==> src/shared/hss_pkg.sv <==
// Constants and types for the hardware standby sequencer
package hss_pkg;
   localparam int CLK_HZ = 100_000_000;
   localparam int MS_PER_S = 1000;
   localparam int OSC_STABLE_MS = 8;
   // Least time, so round up
   localparam int OSC_STABLE_CYCLES = (OSC_STABLE_MS * CLK_HZ + MS_PER_S - 1) / MS_PER_S;
   localparam int RESET_EXC_CYCLES = 16;
   localparam int PORT_WIDTH = 8;
   localparam int BOOT_WIDTH = 3;
   localparam int SYNC_DS_BIT = 0;
   localparam int SYNC_CI_BIT = 1;
   localparam int SYNC_BOOT_LSB = 2;
   localparam int SYNC_WIDTH = SYNC_BOOT_LSB + BOOT_WIDTH;
   localparam logic [SYNC_WIDTH-1:0] SYNC_RESET_VAL = 5'h00;
   localparam logic [BOOT_WIDTH-1:0] BOOT_RESET_VAL = 3'h0;

   typedef enum logic [2:0] {
      HSS_ST_STANDBY = 3'b000,
      HSS_ST_INIT    = 3'b001,
      HSS_ST_EXC     = 3'b010,
      HSS_ST_RUN     = 3'b011
   } hss_state_t;
endpackage

==> src/shared/hss_sync_if.sv <==
// Carrier between the sequencer and its pin synchroniser
`timescale 1ns/1ps
interface hss_sync_if #(parameter int WIDTH = 5);
   logic [WIDTH-1:0] raw;
   logic [WIDTH-1:0] clean;
   modport sync (input raw, output clean);
   modport user (output raw, input clean);
endinterface

==> src/rtl/hss_sync.sv <==
// Three-stage pin synchroniser with agreement filter
`timescale 1ns/1ps
module hss_sync #(
   parameter int WIDTH = 5,
   parameter logic [WIDTH-1:0] RESET_VAL = '0
) (
   input wire logic clk_in,
   input wire logic rst_n_in,
   input wire logic arst_n_in,
   hss_sync_if.sync port_if
);
   logic [WIDTH-1:0] s1_r;
   logic [WIDTH-1:0] s2_r;
   logic [WIDTH-1:0] s3_r;
   logic [WIDTH-1:0] clean_r;
   logic [WIDTH-1:0] agree;

   if (WIDTH < 1) begin : g_width_chk
      $error("hss_sync: WIDTH must be at least 1");
   end

   assign agree = ~(s2_r ^ s3_r);

   always_ff @(posedge clk_in or negedge arst_n_in) begin
      if (!arst_n_in) begin
         s1_r <= RESET_VAL;
         s2_r <= RESET_VAL;
         s3_r <= RESET_VAL;
      end else if (!rst_n_in) begin
         s1_r <= RESET_VAL;
         s2_r <= RESET_VAL;
         s3_r <= RESET_VAL;
      end else begin
         s1_r <= port_if.raw;
         s2_r <= s1_r;
         s3_r <= s2_r;
      end
   end

   // A change counts once stages two and three agree
   always_ff @(posedge clk_in or negedge arst_n_in) begin
      if (!arst_n_in) begin
         clean_r <= RESET_VAL;
      end else if (!rst_n_in) begin
         clean_r <= RESET_VAL;
      end else begin
         clean_r <= (s3_r & agree) | (clean_r & ~agree);
      end
   end

   assign port_if.clean = clean_r;
endmodule

==> src/rtl/hss_sequencer.sv <==
// Hardware standby entry and exit sequencer
`timescale 1ns/1ps
module hss_sequencer #(
   parameter int OSC_STABLE_CYCLES = hss_pkg::OSC_STABLE_CYCLES,
   parameter int RESET_EXC_CYCLES = hss_pkg::RESET_EXC_CYCLES,
   parameter int PORT_WIDTH = hss_pkg::PORT_WIDTH
) (
   input wire logic clk_in,
   input wire logic rst_n_in,
   input wire logic deep_sleep_n_in,
   input wire logic chip_init_n_in,
   input wire logic [hss_pkg::BOOT_WIDTH-1:0] boot_config_pins_in,
   input wire logic onchip_ram_enable_in,
   input wire logic ram_we_in,
   input wire logic [PORT_WIDTH-1:0] port_wdata_in,
   input wire logic [PORT_WIDTH-1:0] port_drive_in,
   output logic [2:0] state_out,
   output logic standby_out,
   output logic func_reset_n_out,
   output logic reset_exc_out,
   output logic cpu_run_out,
   output logic osc_enable_out,
   output logic osc_stable_out,
   output logic early_release_out,
   output logic [hss_pkg::BOOT_WIDTH-1:0] boot_mode_out,
   output logic ram_en_out,
   output logic ram_we_out,
   output logic [PORT_WIDTH-1:0] port_data_out,
   output logic [PORT_WIDTH-1:0] port_oe_n_out
);
   localparam int OSC_W = (OSC_STABLE_CYCLES > 1) ? $clog2(OSC_STABLE_CYCLES + 1) : 1;
   localparam int EXC_W = (RESET_EXC_CYCLES > 1) ? $clog2(RESET_EXC_CYCLES) : 1;
   localparam logic [OSC_W-1:0] OSC_LAST = OSC_W'(OSC_STABLE_CYCLES);
   localparam logic [EXC_W-1:0] EXC_LAST = EXC_W'(RESET_EXC_CYCLES - 1);
   localparam logic [PORT_WIDTH-1:0] PORT_ALL_HIZ = '1;

   if (OSC_STABLE_CYCLES < 1) begin : g_osc_chk
      $error("hss_sequencer: OSC_STABLE_CYCLES must be at least 1");
   end
   if (RESET_EXC_CYCLES < 1) begin : g_exc_chk
      $error("hss_sequencer: RESET_EXC_CYCLES must be at least 1");
   end
   if (PORT_WIDTH < 1) begin : g_port_chk
      $error("hss_sequencer: PORT_WIDTH must be at least 1");
   end

   hss_pkg::hss_state_t state_r;
   hss_pkg::hss_state_t state_nxt;
   logic [OSC_W-1:0] osc_cnt_r;
   logic [EXC_W-1:0] exc_cnt_r;
   logic ds_clean;
   logic ci_clean;
   logic [hss_pkg::BOOT_WIDTH-1:0] boot_clean;
   logic osc_stable_r;
   logic early_release_r;
   logic [hss_pkg::BOOT_WIDTH-1:0] boot_mode_r;
   logic func_reset_n_r;
   logic reset_exc_r;
   logic cpu_run_r;
   logic osc_enable_r;
   logic standby_r;
   logic ram_en_r;
   logic ram_we_r;
   logic [PORT_WIDTH-1:0] port_data_r;
   logic [PORT_WIDTH-1:0] port_oe_n_r;
   logic [2:0] state_out_r;
   logic run_nxt;

   // Pins cross in through one shared synchroniser
   hss_sync_if #(.WIDTH(hss_pkg::SYNC_WIDTH)) sync_if ();

   assign sync_if.raw = {boot_config_pins_in, chip_init_n_in, deep_sleep_n_in};

   // Cleared with the standby pin, so no stale high survives the exit
   hss_sync #(
      .WIDTH(hss_pkg::SYNC_WIDTH),
      .RESET_VAL(hss_pkg::SYNC_RESET_VAL)
   ) u_sync (
      .clk_in(clk_in),
      .rst_n_in(rst_n_in),
      .arst_n_in(deep_sleep_n_in),
      .port_if(sync_if)
   );

   assign ds_clean = sync_if.clean[hss_pkg::SYNC_DS_BIT];
   assign ci_clean = sync_if.clean[hss_pkg::SYNC_CI_BIT];
   assign boot_clean = sync_if.clean[hss_pkg::SYNC_BOOT_LSB +: hss_pkg::BOOT_WIDTH];

   always_comb begin
      state_nxt = state_r;
      case (state_r)
         hss_pkg::HSS_ST_STANDBY: begin
            // Only the pins lead out of standby
            if (ds_clean) begin
               state_nxt = hss_pkg::HSS_ST_INIT;
            end
         end
         hss_pkg::HSS_ST_INIT: begin
            if (ci_clean) begin
               state_nxt = hss_pkg::HSS_ST_EXC;
            end
         end
         hss_pkg::HSS_ST_EXC: begin
            if (!ci_clean) begin
               state_nxt = hss_pkg::HSS_ST_INIT;
            end else if (exc_cnt_r == EXC_LAST) begin
               state_nxt = hss_pkg::HSS_ST_RUN;
            end
         end
         hss_pkg::HSS_ST_RUN: begin
            if (!ci_clean) begin
               state_nxt = hss_pkg::HSS_ST_INIT;
            end
         end
         default: begin
            state_nxt = hss_pkg::HSS_ST_STANDBY;
         end
      endcase
   end

   assign run_nxt = (state_nxt == hss_pkg::HSS_ST_RUN);

   // Standby pin acts without the clock, from any state
   always_ff @(posedge clk_in or negedge deep_sleep_n_in) begin
      if (!deep_sleep_n_in) begin
         state_r <= hss_pkg::HSS_ST_STANDBY;
      end else if (!rst_n_in) begin
         state_r <= hss_pkg::HSS_ST_STANDBY;
      end else begin
         state_r <= state_nxt;
      end
   end

   // Reset exception handling length
   always_ff @(posedge clk_in or negedge deep_sleep_n_in) begin
      if (!deep_sleep_n_in) begin
         exc_cnt_r <= '0;
      end else if (!rst_n_in || state_r != hss_pkg::HSS_ST_EXC) begin
         exc_cnt_r <= '0;
      end else if (exc_cnt_r != EXC_LAST) begin
         exc_cnt_r <= exc_cnt_r + EXC_W'(1);
      end
   end

   // Oscillator settle count, restarted by every standby
   always_ff @(posedge clk_in or negedge deep_sleep_n_in) begin
      if (!deep_sleep_n_in) begin
         osc_cnt_r <= '0;
         osc_stable_r <= 1'b0;
      end else if (!rst_n_in) begin
         osc_cnt_r <= '0;
         osc_stable_r <= 1'b0;
      end else if (state_r != hss_pkg::HSS_ST_STANDBY) begin
         if (osc_cnt_r != OSC_LAST) begin
            osc_cnt_r <= osc_cnt_r + OSC_W'(1);
         end
         osc_stable_r <= (osc_cnt_r == OSC_LAST);
      end
   end

   // Flags a chip_init_n release before the oscillator settled
   always_ff @(posedge clk_in or negedge deep_sleep_n_in) begin
      if (!deep_sleep_n_in) begin
         early_release_r <= 1'b0;
      end else if (!rst_n_in) begin
         early_release_r <= 1'b0;
      end else if (state_r == hss_pkg::HSS_ST_INIT && ci_clean && !osc_stable_r) begin
         early_release_r <= 1'b1;
      end
   end

   // Straps caught at the chip_init_n release; steady during standby
   always_ff @(posedge clk_in) begin
      if (!rst_n_in) begin
         boot_mode_r <= hss_pkg::BOOT_RESET_VAL;
      end else if (state_r == hss_pkg::HSS_ST_INIT && state_nxt == hss_pkg::HSS_ST_EXC) begin
         boot_mode_r <= boot_clean;
      end
   end

   // Functions held in reset until reset exception handling begins
   always_ff @(posedge clk_in or negedge deep_sleep_n_in) begin
      if (!deep_sleep_n_in) begin
         func_reset_n_r <= 1'b0;
         reset_exc_r <= 1'b0;
         cpu_run_r <= 1'b0;
      end else if (!rst_n_in) begin
         func_reset_n_r <= 1'b0;
         reset_exc_r <= 1'b0;
         cpu_run_r <= 1'b0;
      end else begin
         func_reset_n_r <= (state_nxt == hss_pkg::HSS_ST_EXC) || run_nxt;
         reset_exc_r <= (state_nxt == hss_pkg::HSS_ST_EXC);
         cpu_run_r <= run_nxt;
      end
   end

   // Oscillator and standby indication
   always_ff @(posedge clk_in or negedge deep_sleep_n_in) begin
      if (!deep_sleep_n_in) begin
         osc_enable_r <= 1'b0;
         standby_r <= 1'b1;
         state_out_r <= hss_pkg::HSS_ST_STANDBY;
      end else if (!rst_n_in) begin
         osc_enable_r <= 1'b0;
         standby_r <= 1'b1;
         state_out_r <= hss_pkg::HSS_ST_STANDBY;
      end else begin
         osc_enable_r <= (state_nxt != hss_pkg::HSS_ST_STANDBY);
         standby_r <= (state_nxt == hss_pkg::HSS_ST_STANDBY);
         state_out_r <= state_nxt;
      end
   end

   // RAM strobes die at once, so no write tears stored data
   always_ff @(posedge clk_in or negedge deep_sleep_n_in) begin
      if (!deep_sleep_n_in) begin
         ram_en_r <= 1'b0;
         ram_we_r <= 1'b0;
      end else if (!rst_n_in) begin
         ram_en_r <= 1'b0;
         ram_we_r <= 1'b0;
      end else begin
         ram_en_r <= run_nxt && onchip_ram_enable_in;
         ram_we_r <= run_nxt && onchip_ram_enable_in && ram_we_in;
      end
   end

   // Ports float whenever the program is not running
   always_ff @(posedge clk_in or negedge deep_sleep_n_in) begin
      if (!deep_sleep_n_in) begin
         port_oe_n_r <= PORT_ALL_HIZ;
         port_data_r <= '0;
      end else if (!rst_n_in) begin
         port_oe_n_r <= PORT_ALL_HIZ;
         port_data_r <= '0;
      end else if (!run_nxt) begin
         port_oe_n_r <= PORT_ALL_HIZ;
         port_data_r <= '0;
      end else begin
         port_oe_n_r <= ~port_drive_in;
         port_data_r <= port_wdata_in;
      end
   end

   assign state_out = state_out_r;
   assign standby_out = standby_r;
   assign func_reset_n_out = func_reset_n_r;
   assign reset_exc_out = reset_exc_r;
   assign cpu_run_out = cpu_run_r;
   assign osc_enable_out = osc_enable_r;
   assign osc_stable_out = osc_stable_r;
   assign early_release_out = early_release_r;
   assign boot_mode_out = boot_mode_r;
   assign ram_en_out = ram_en_r;
   assign ram_we_out = ram_we_r;
   assign port_data_out = port_data_r;
   assign port_oe_n_out = port_oe_n_r;
endmodule

==> config.mk <==
export PLATFORM = sky130hd
export DESIGN_NAME = hss_sequencer
export DESIGN_NICKNAME = d
export VERILOG_FILES = /design/src/shared/hss_pkg.sv /design/src/shared/hss_sync_if.sv /design/src/rtl/hss_sync.sv /design/src/rtl/hss_sequencer.sv
export SDC_FILE = /design/constraint.sdc
export NUM_CORES = 1
export LEC_CHECK = 0
export CAP_MARGIN = 20
export CORE_ASPECT_RATIO = 0.75
export CORE_MARGIN = 2
export CORE_UTILIZATION = 45
export CTS_BUF_LIST = sky130_fd_sc_hd__clkbuf_16
export DETAILED_ROUTE_END_ITERATION = 16
export DONT_BUFFER_PORTS = 1
export GPL_TIMING_DRIVEN = 1
export PLACE_DENSITY = 0.61
export SYNTH_ARGS = -nofsm -noshare
export SYNTH_HDL_FRONTEND = slang
export SYNTH_SLANG_ARGS = --single-unit
export TNS_END_PERCENT = 100
==> constraint.sdc <==
create_clock -name clk_in -period 3.6 [get_ports clk_in]
set_clock_uncertainty 0.1 [all_clocks]
set_input_delay 0.54 -clock clk_in [delete_from_list [all_inputs] [get_ports clk_in]]
set_output_delay 0.54 -clock clk_in [all_outputs]
set_load 0.01 [all_outputs]
# Yosys cells after proc, flatten, opt, wreduce, memory -nomap -nowiden
# Cells that the tools add are included.
# word_totals
reg_bits	75
elab_cells	87
output_inout_bits	31
input_bits	25
# classes
eq_ne	13
reduce_logical	15
mux	31
n_addsub	2
bitwise	7
# ops
op	count
$mux W20	3
$mux W8	4
$add A20 B1 Y20 const B	1
$eq A20 B20 Y1 const B	1
$mux W5	4
$ne A20 B20 Y1 const B	1
$mux W3	6
$eq A3 B2 Y1 const B	4
$pmux W3 S4	1
$mux W1	11
$and A5 B5 Y5	2
$not A5 Y5	2
$mux W4	2
$not A8 Y8	1
$logic_not A3 Y1	2
$ne A2 B1 Y1 const B	3
$reduce_bool A3 Y1	2
$logic_and A1 B1 Y1	5
$or A5 B5 Y5	1
$xor A5 B5 Y5	1
$add A4 B1 Y4 const B	1
$eq A4 B4 Y1 const B	1
$ne A4 B4 Y1 const B	1
$eq A3 B1 Y1 const B	1
5 further kinds	7

# Depth between registers and ports, before layout
# Gate-level depths: netlist of run 1.
# logic_depth
word_depth	8
mapped_depth	6
depth_no_buf	6

# Cells and area by module
# From an unflattened synthesis of run 1, not the netlist that was laid out.
# hier_totals
cells_unflattened	273
area_unflattened_um2	3124.2
# modules_own_cells
module	cells_per_inst	area_per_inst_um2	instances	seq_area_each_um2
hss_sequencer	221	2417.3	1	1372.6
hss_sync	52	706.9	1	500.5

# Least setup slack after synthesis of run 1
# No wires, ideal clock.
# synth_timing
path_type	input to register
start	input rst_n_in
end	register osc_cnt_r[18]
stages	5
t_required_ns	3.422
arrival_time_ns	1.739
path_slack_ns	1.683
cell_sequence	nor4b_2 or3_1 buf_2 or4_1 a21oi_1
# synth_via
elab_chain_cells	2
word_cells_on_any_way	4
cone_classes	2 x eq/ne; 1 x mux; 1 x reduce/logical
# synth_lines
element	line_no	rtl
start: declaration	hss_sequencer.sv:9	input wire logic rst_n_in,
$ne A2 B1 Y1 (no source line)	--	
$reduce_and A2 Y1 (no source line)	--	
end signal: assignment	hss_sequencer.sv:155	osc_cnt_r <= osc_cnt_r + OSC_W'(1);
end: declaration	hss_sequencer.sv:49	logic [OSC_W-1:0] osc_cnt_r;
# Several ways; a longest one is shown, not always the timed one.
# A chain may end at the register's enable or synchronous reset.

# Worst setup path after layout of run 1
# layout_timing
start	register exc_cnt_r[0]
end	register ram_we_r, in the netlist ram_we_out
# layout_via
elab_chain_cells	8
# layout_lines
element	line_no	rtl
start: declaration	hss_sequencer.sv:50	logic [EXC_W-1:0] exc_cnt_r;
start signal: assignment	hss_sequencer.sv:141	exc_cnt_r <= exc_cnt_r + EXC_W'(1);
$eq A4 B4 Y1	hss_sequencer.sv:106	end else if (exc_cnt_r == EXC_LAST) begin
$mux W3	hss_sequencer.sv:106	
$mux W3	hss_sequencer.sv:104	if (!ci_clean) begin
$pmux W3 S4	hss_sequencer.sv:91	case (state_r)
$eq A3 B2 Y1	hss_sequencer.sv:121	assign run_nxt = (state_nxt == hss_pkg::HSS_ST_RUN);
$logic_and A1 B1 Y1 (2 in series)	hss_sequencer.sv:225	ram_we_r <= run_nxt && onchip_ram_enable_in && ram_we_in;
$mux W1	hss_sequencer.sv:220	end else if (!rst_n_in) begin
end signal: assignment	hss_sequencer.sv:225	
end: declaration	hss_sequencer.sv:63	logic ram_we_r;
# Every way passes these cells.

==> results.md, run 1 <==
* Status: complete, but fails checks
* Violated checks: hold timing
* Pleak at around 1.6 nW
* Setup CP Type: flip-flop to flip-flop
* Area taken by multi-input logic gates at 0.001114 mm²
* Total track usage at 17.72%
* # diodes at 0
* Total Die Area at between 0.007 and 0.008 mm²
* Switch Pwr at between 0.0003 and 0.0004 W
* Most frequent cells in the layout: dfrtp_1 (63), and2_1 (26), nand2_1 (25), nor2_1 (21), a21oi_1 (16)
* Post-Place Worst Slack at 1.294 ns
* DRT antenna net count at 0
* Grt ovf at 0
* Final wirelength at 5.828 mm
* Post-synthesis sequential area ratio at about three fifths
* Initial core utilization at between 40% and 50%
* Port bufs at 0
* Nets at 303
* Rows at 25
* Clock power share at 50.6%
* Die H at 75.39 µm
* Crit path max fanout at 19
* Peak Freq at 0.4381 GHz
* Number of global-route vias before repair at roughly 1,900
* Pint at around 0.0015 W
* Period utilization at 63.40%
* Seq pwr share at 46.7%
* Mapped Nets at 300
* DRC at 0
* Final worst slack at between 1 and 1.5 ns
* Max H-tree Level at 3
* Reg-to-Reg Start: exc_cnt_r[0]
* Hpwl dp at around 3.6 mm
* First-pass GRT wire length at 9.756 mm
* Synth cell types at 44
* Vias/cell at approximately 5.5
* Worst r2r path cells at 5
* Post-cts sizing count at 0
* Instance count on the critical path at 5
* Final Hold Viols at 3
* HP Class: input pin to async pin
* Clock latency at the later pin of the worst-skew pair at 0.33 ns
* Crit-path slowest cell: a2111oi_4
* Busiest layer in global routing: met2
* Post-Place Cells at 344
* GRT met3 Usage at 7.248%
* I/O Pins at 56
* Critical Path RT at 3.76 ns
* Area grow syn2layout at 13.30%
* Max Cap Violations at 0
* Syn_area_per_cell at 11.24 µm²
* CP Data Arrival Time at 2.45 ns
* Async SR Flop Fraction at 96.00%
* #FFs+latches synth at 75
* Total negative slack at 0 ns
* Unrepaired setup endpoints after global routing: false
* TritonCTS clock tree: yes
* Minimum clock period at 2.282 ns
* Mapped cell area at 0.003058 mm²
* Worst hold slack at -0.009424 ns
* Logic pwr share at between 2 and 3%
* Met1 Usage GRT at between 20% and 30%
* Final Slew Violations at 0
* Via count at roughly 2,000
* Ys flop type: dfrtp_1
* GPL Wtd Cong at 0.8101
* Met2 layer usage reported by global route at 26.43%
* Clock sink count at 75
* CP endpoint kind: flip-flop
* Reg area at 0.001873 mm²
* Clk pin slew, worst setup/hold paths at 0.06 ns
* Core area at 0.006444 mm²
* Crit path launch type: flip-flop
* Number of flops mapped to enable cells by yosys at 0
* Largest stage delay, worst path at roughly 0.85 ns
* Pwr dens at 536.1 mW/mm²
* Die width at approximately 100 µm
* Worst-Margin Slew at 0.8937 ns
* Final setup vio count at 0
* Slew headroom at 40.42%
* Sw Ratio at 20.46%
* Total CTS buffers at 9
* DR pass1 iterations at 4
* DR iter-0 viols at 65
* Buffers plus inverters on the worst setup path at 0
* Layout cell share with drive strength beyond 1 at 10.36%
* Root Driver: clkbuf_16
* Initial antenna violation count at 0
* Yosys Warn Count at 0
* CP startpoint: exc_cnt_r[0]
* VDD IR max at 0.2707 mV
* Filler Cell Count at 562
* CP delay by family, top: compound AO/OA/AOI/OAI gates
* Commonest non-fill, non-tap cell in the layout: dfrtp_1
* Largest net degree at the start of global routing at 73
* WL/cell at 16.14 µm
* Cell Chain, Critical Path: ha_1, nand3_2, a21o_1, a2111oi_4, and3_1
* Fin cells at between 300 and 400
* Clock buffer depth at 2
* Cells after Synth at 272
## power by group through the flow
stage / sequential, W / combinational, W / clock, W
finish: 0.000867 / 0.0000498 / 0.000940
global route: 0.000868 / 0.0000567 / 0.00101
CTS: 0.000867 / 0.0000512 / 0.000969
detailed placement: 0.000882 / 0.0000315 / 0
global placement: 0.000881 / 0.0000304 / 0
floorplan: 0.000878 / 0.0000285 / 0
## cell families (layout without fill, tap and decap cells)
family	count (synthesis)	after routing	share of synthesized area, %
AO/OA/AOI/OAI	42	42	8.879
XOR/XNOR	9	9	2.578
adder cells (fa/ha/maj)	3	3	1.228
buffers and inverters	17	25	2.332
flip-flops	75	75	61.25
multiplexers	6	6	1.964
other	1	1	0.1226
AND/OR/NAND/NOR	119	119	21.65
## through the flow
step	total power (W)	hold slack (ns)	cell area (µm²)	util, %
3_3_place_gp	0.0009114	0.1460	3118	48.39
4_1_cts	0.001887	0.002631	3465	53.77
2_1_floorplan	0.0009068	0.1444	3058	-
6_report	0.001857	-0.009424	3465	53.77
3_5_place_dp	0.0009133	0.1460	3118	48.39
5_1_grt	0.001932	0.003077	3465	53.77
## synthesized netlist by cell type (all sizes together) (3+ instances only)
cell type   n  area, µm²
a21oi      16      80.08
and2       26      162.7
and3        4      25.02
and4        3      26.28
buf         4      22.52
clkbuf      5      18.77
dfrtp      63       1577
dfstp       9      236.5
dfxtp       3      60.06
ha          3      37.54
inv         8      30.03
mux2i       6      60.06
nand2      25      93.84
nand3       9      50.05
nand4       6      37.54
nor2       21      78.83
nor4        3      18.77
nor4b       3      32.53
o21ai      11      55.05
o31ai       4      30.03
or3         5      31.28
or4         3      22.52
xnor2       5      43.79
xor2        4      35.03
## registers in the layout, indices dropped and copies added, names as in the netlist, 3 cells and up
register	cells
boot_mode_out	3
exc_cnt_r	4
osc_cnt_r	20
port_data_out	8
port_oe_n_out	8
state_out	3
u_sync.port_if.clean	5
u_sync.s1_r	5
u_sync.s2_r	5
u_sync.s3_r	5
## metal layers
| layer | routed length [µm] | part of all wire [%] |
|---|---|---|
| met1 | 2839 | 49 |
| met2 | 2440 | 42 |
| met3 | 399 | 6.8 |
| met4 | 148 | 2.5 |
| met5 | 0 | 0 |
## worst paths after layout
check	endpoint	slack, ns
setup / recovery	ram_we_out	1.32
hold / removal	exc_cnt_r[3]	-0.009
setup reg to reg	ram_we_out	1.32
hold reg to reg	u_sync.s2_r[0]	0.35
max in group asynchronous	port_oe_n_out[1]	3.07
min in group clk_in	port_oe_n_out[7]	0.14
## layout make-up
class                   count  area share, %
clock buffers               9          6.501
flip-flops and latches     75          54.06
inverters                   8         0.8667
multi-input cells         180          32.14
well taps                  81          2.925
repair buffers              1         0.7945
clock inverters             7          2.709
## what timing repair did
| item | CTS | global route |
|---|---|---|
| hold endpoints to repair | 72 | 0 |
| setup buffers | 0 | 0 |
| hold buffers | 1 | 0 |
(Power assumes the default switching activity.)
==> run 2, diff against run 1 <==
--- a/config.mk
+++ b/config.mk
@@ -5,6 +5,7 @@
 export SDC_FILE = /design/constraint.sdc
 export NUM_CORES = 1
 export LEC_CHECK = 0
+export ABC_AREA = 1
 export CAP_MARGIN = 20
 export CORE_ASPECT_RATIO = 0.75
 export CORE_MARGIN = 2
==> constraint.sdc (replaced) <==
create_clock -name clk_in -period 2.1 [get_ports clk_in]
set_clock_uncertainty 0.1 [all_clocks]
set_input_delay 0.315 -clock clk_in [delete_from_list [all_inputs] [get_ports clk_in]]
set_output_delay 0.315 -clock clk_in [all_outputs]
set_load 0.01 [all_outputs]
==> run 2 against run 1 <==
  * The run now ends clean
  * Critical path depth up 3
  * Design area grew 17%
  * Clock power up 65%
  * Die area increased by 11%
  * Critical path type unchanged
  * Largest cell class unchanged
==> results.md, run 2 <==
* Max Cap Violations at 0
* Final wirelength at 6.993 mm
* Initial core utilization at 46.39%
* Hold path start: onchip_ram_enable_in
* Mapped cell area at about 0.0034 mm²
* Status: finished, final reports clean
* Final worst slack at ~0.25 ns
* Async SR Flop Fraction at 96.00%
* Rows at 27
* Clock sink count at 75
* Pleak at 1.962 nW
* Crit-path slowest cell: dfrtp_1
* Peak Freq at 0.5404 GHz
* Syn_area_per_cell at 8.356 µm²
* Reg-to-Reg Start: exc_cnt_r[0]
* HP Class: input pin to flip-flop
* Layout cell share with drive strength beyond 1 at about a tenth
* Post-synthesis sequential area ratio at 55.08%
* Final setup vio count at 0
* #FFs+latches synth at 75
* DRT antenna net count at 0
* Final Hold Viols at 0
* Top cell type's share of synthesized area at 46.36%
* Synth area leader: dfrtp_1
* Cells after Synth at 407
* Clock power share at 48.9%
* Logic pwr share at between 4 and 5%
* Clk pin slew, worst setup/hold paths at about 0.060 ns
* # diodes at 0
* Largest stage delay, worst path at 0.42 ns
* Initial antenna violation count at 0
* Mapped Nets at 435
* Critical path's most frequent cell: nand2_1
* Synth cell types at 28
* Via count at 2,627
* Max H-tree Level at 3
* Vias/cell at 4.856
* Number of global-route vias before repair at 2,492
* Unrepaired setup endpoints after global routing: false
* Yosys Warn Count at 0
* Die H at 79.29 µm
* WL/cell at 12.93 µm
* Crit path launch type: flip-flop
* Cell Chain, Critical Path: ha_1, nand2_1, nor2_1, o21ai_0, o211ai_1, nand2_1, clkinv_1, nand2_1
* Die width at 104.4 µm
* Sw Ratio at 22.78%
* First-pass GRT wire length at between 10 and 15 mm
* Most frequent cells in the layout: nand2_1 (104), inv_1 (63), dfrtp_1 (63), nor2_1 (53), nand3_1 (27)
* Crit path max fanout at 9
* Setup CP Type: flip-flop to flip-flop
* DRC at 0
* Slew headroom at 64.23%
* Power, Total at 0.003179 W
* Switch Pwr at around 0.00072 W
* VDD IR max at 0.3612 mV
* Pint at between 0.002 and 0.0025 W
* Clock buffer depth at 2
* Clock latency at the later pin of the worst-skew pair at 0.33 ns
* Critical Path RT at 2.27 ns
* Cell with the most instances after synthesis: nand2_1
* Total Die Area at 0.008276 mm²
* Period utilization at 88.12%
* Pwr dens at 786.7 mW/mm²
* DR iter-0 viols at roughly 160
* GPL Wtd Cong at 0.8786
* Area grow syn2layout at 18.80%
* Commonest non-fill, non-tap cell in the layout: nand2_1
* Max reg flops at 20
* Root Driver: clkbuf_16
* I/O Pins at 56
* Post-Place Worst Slack at 0.2645 ns
* Worst-Margin Slew at 0.5348 ns
* Nets at 463
* Synth top area cells: dfrtp_1 (46%), nand2_1 (11%), dfstp_2 (7.0%)
* CP startpoint: exc_cnt_r[0]
* Post-cts sizing count at 0
* Hpwl dp at 4.466 mm
* CP Data Arrival Time at 2.02 ns
* Total CTS buffers at 9
* CP endpoint kind: flip-flop
* Total track usage at around 18%
* Largest Register: osc_cnt_r
* Port bufs at 0
* Largest net degree at the start of global routing at 74
* Seq pwr share at 46.7%
* Post-synth top cells: nand2_1 (104), dfrtp_1 (63), inv_1 (62), nor2_1 (53), nand3_1 (27)
* Final Slew Violations at 0
* Minimum clock period at between 1.5 and 2 ns
* Total negative slack at 0 ns
* Core area at 0.007331 mm²
* TritonCTS clock tree: yes
* DR pass1 iterations at 5
* Number of flops mapped to enable cells by yosys at 0
* Grt ovf at 0
* Ys flop type: dfrtp_1
[run 2: metal layers]
metal,vias to the layer above,share of wire (%),global-route usage [%]
met1,1204,49,25.64
met4,0,1.1,6.081
met5,-,0,0
met2,101,42,25.95
li1,1314,-,-
met3,8,8.0,6.814
[run 2: stage by stage]
stage | area (µm²) | cells | hold WS (ns) | util (%)
floorplan | 3401 | 407 | -0.08059 | -
global placement | 3471 | 500 | -0.07812 | 47.35
detailed placement | 3471 | 500 | -0.07775 | 47.35
CTS | 4003 | 539 | -0.4387 | 54.60
global route | 4040 | 541 | 0.01025 | 55.11
finish | 4040 | 541 | 0.01931 | 55.11
[run 2: worst paths after layout]
kind | slack [ns] | end | cells past startpoint
max in group asynchronous | 1.03 | port_oe_n_out[3] | 2
max | 0.25 | port_oe_n_out[6] | 8
max reg2reg | 0.25 | port_oe_n_out[6] | 8
min in group asynchronous | 0.54 | osc_enable_out | 2
min | 0.02 | ram_we_out | 2
min reg2reg | 0.34 | u_sync.s2_r[3] | 2
[run 2: cell families after synthesis]
kind of cell / after synthesis / share of synthesized area, %
buffers and inverters: 74 / 9.198
adders and majority gates: 3 / 1.104
other: 1 / 0.1103
DFF: 75 / 55.08
xor gates and xnor gates: 4 / 1.030
and+or+nand+nor: 205 / 25.50
AOI/OAI and AO/OA: 45 / 7.984
[run 2: repair_timing]
action	in CTS	in global routing
hold buffers	23	2
endpoints found under the setup margin	0	0
setup buffers	0	0
hold endpoints to repair	104	72
[run 2: area by class of cell]
cell class	instances	area, µm²
clock buffers	9	225.2
multi-input cells	258	1215
inverters	65	249.0
well taps	101	126.4
fillers	662	3291
clock inverters	7	76.32
flip-flops and latches	75	1873
repair buffers	26	275.3
[run 2: worst max-delay path, delay by kind of cell (launching register included)]
| family | cells | cell delay [ns] |
|---|---|---|
| AO/OA/AOI/OAI | 2 | 0.31 |
| adder cells (fa/ha/maj) | 1 | 0.23 |
| buffers and inverters | 1 | 0.25 |
| flip-flops | 1 | 0.42 |
| AND/OR/NAND/NOR | 4 | 0.48 |
[run 2: power by group through the flow]
stage	clock (W)	sequential [W]	combinational (W)
final	0.00155	0.00148	0.000140
after global routing	0.00167	0.00149	0.000161
after CTS	0.00160	0.00148	0.000105
after detailed placement	0	0.00151	0.0000675
after global placement	0	0.00151	0.0000666
after floorplan	0	0.00151	0.0000735
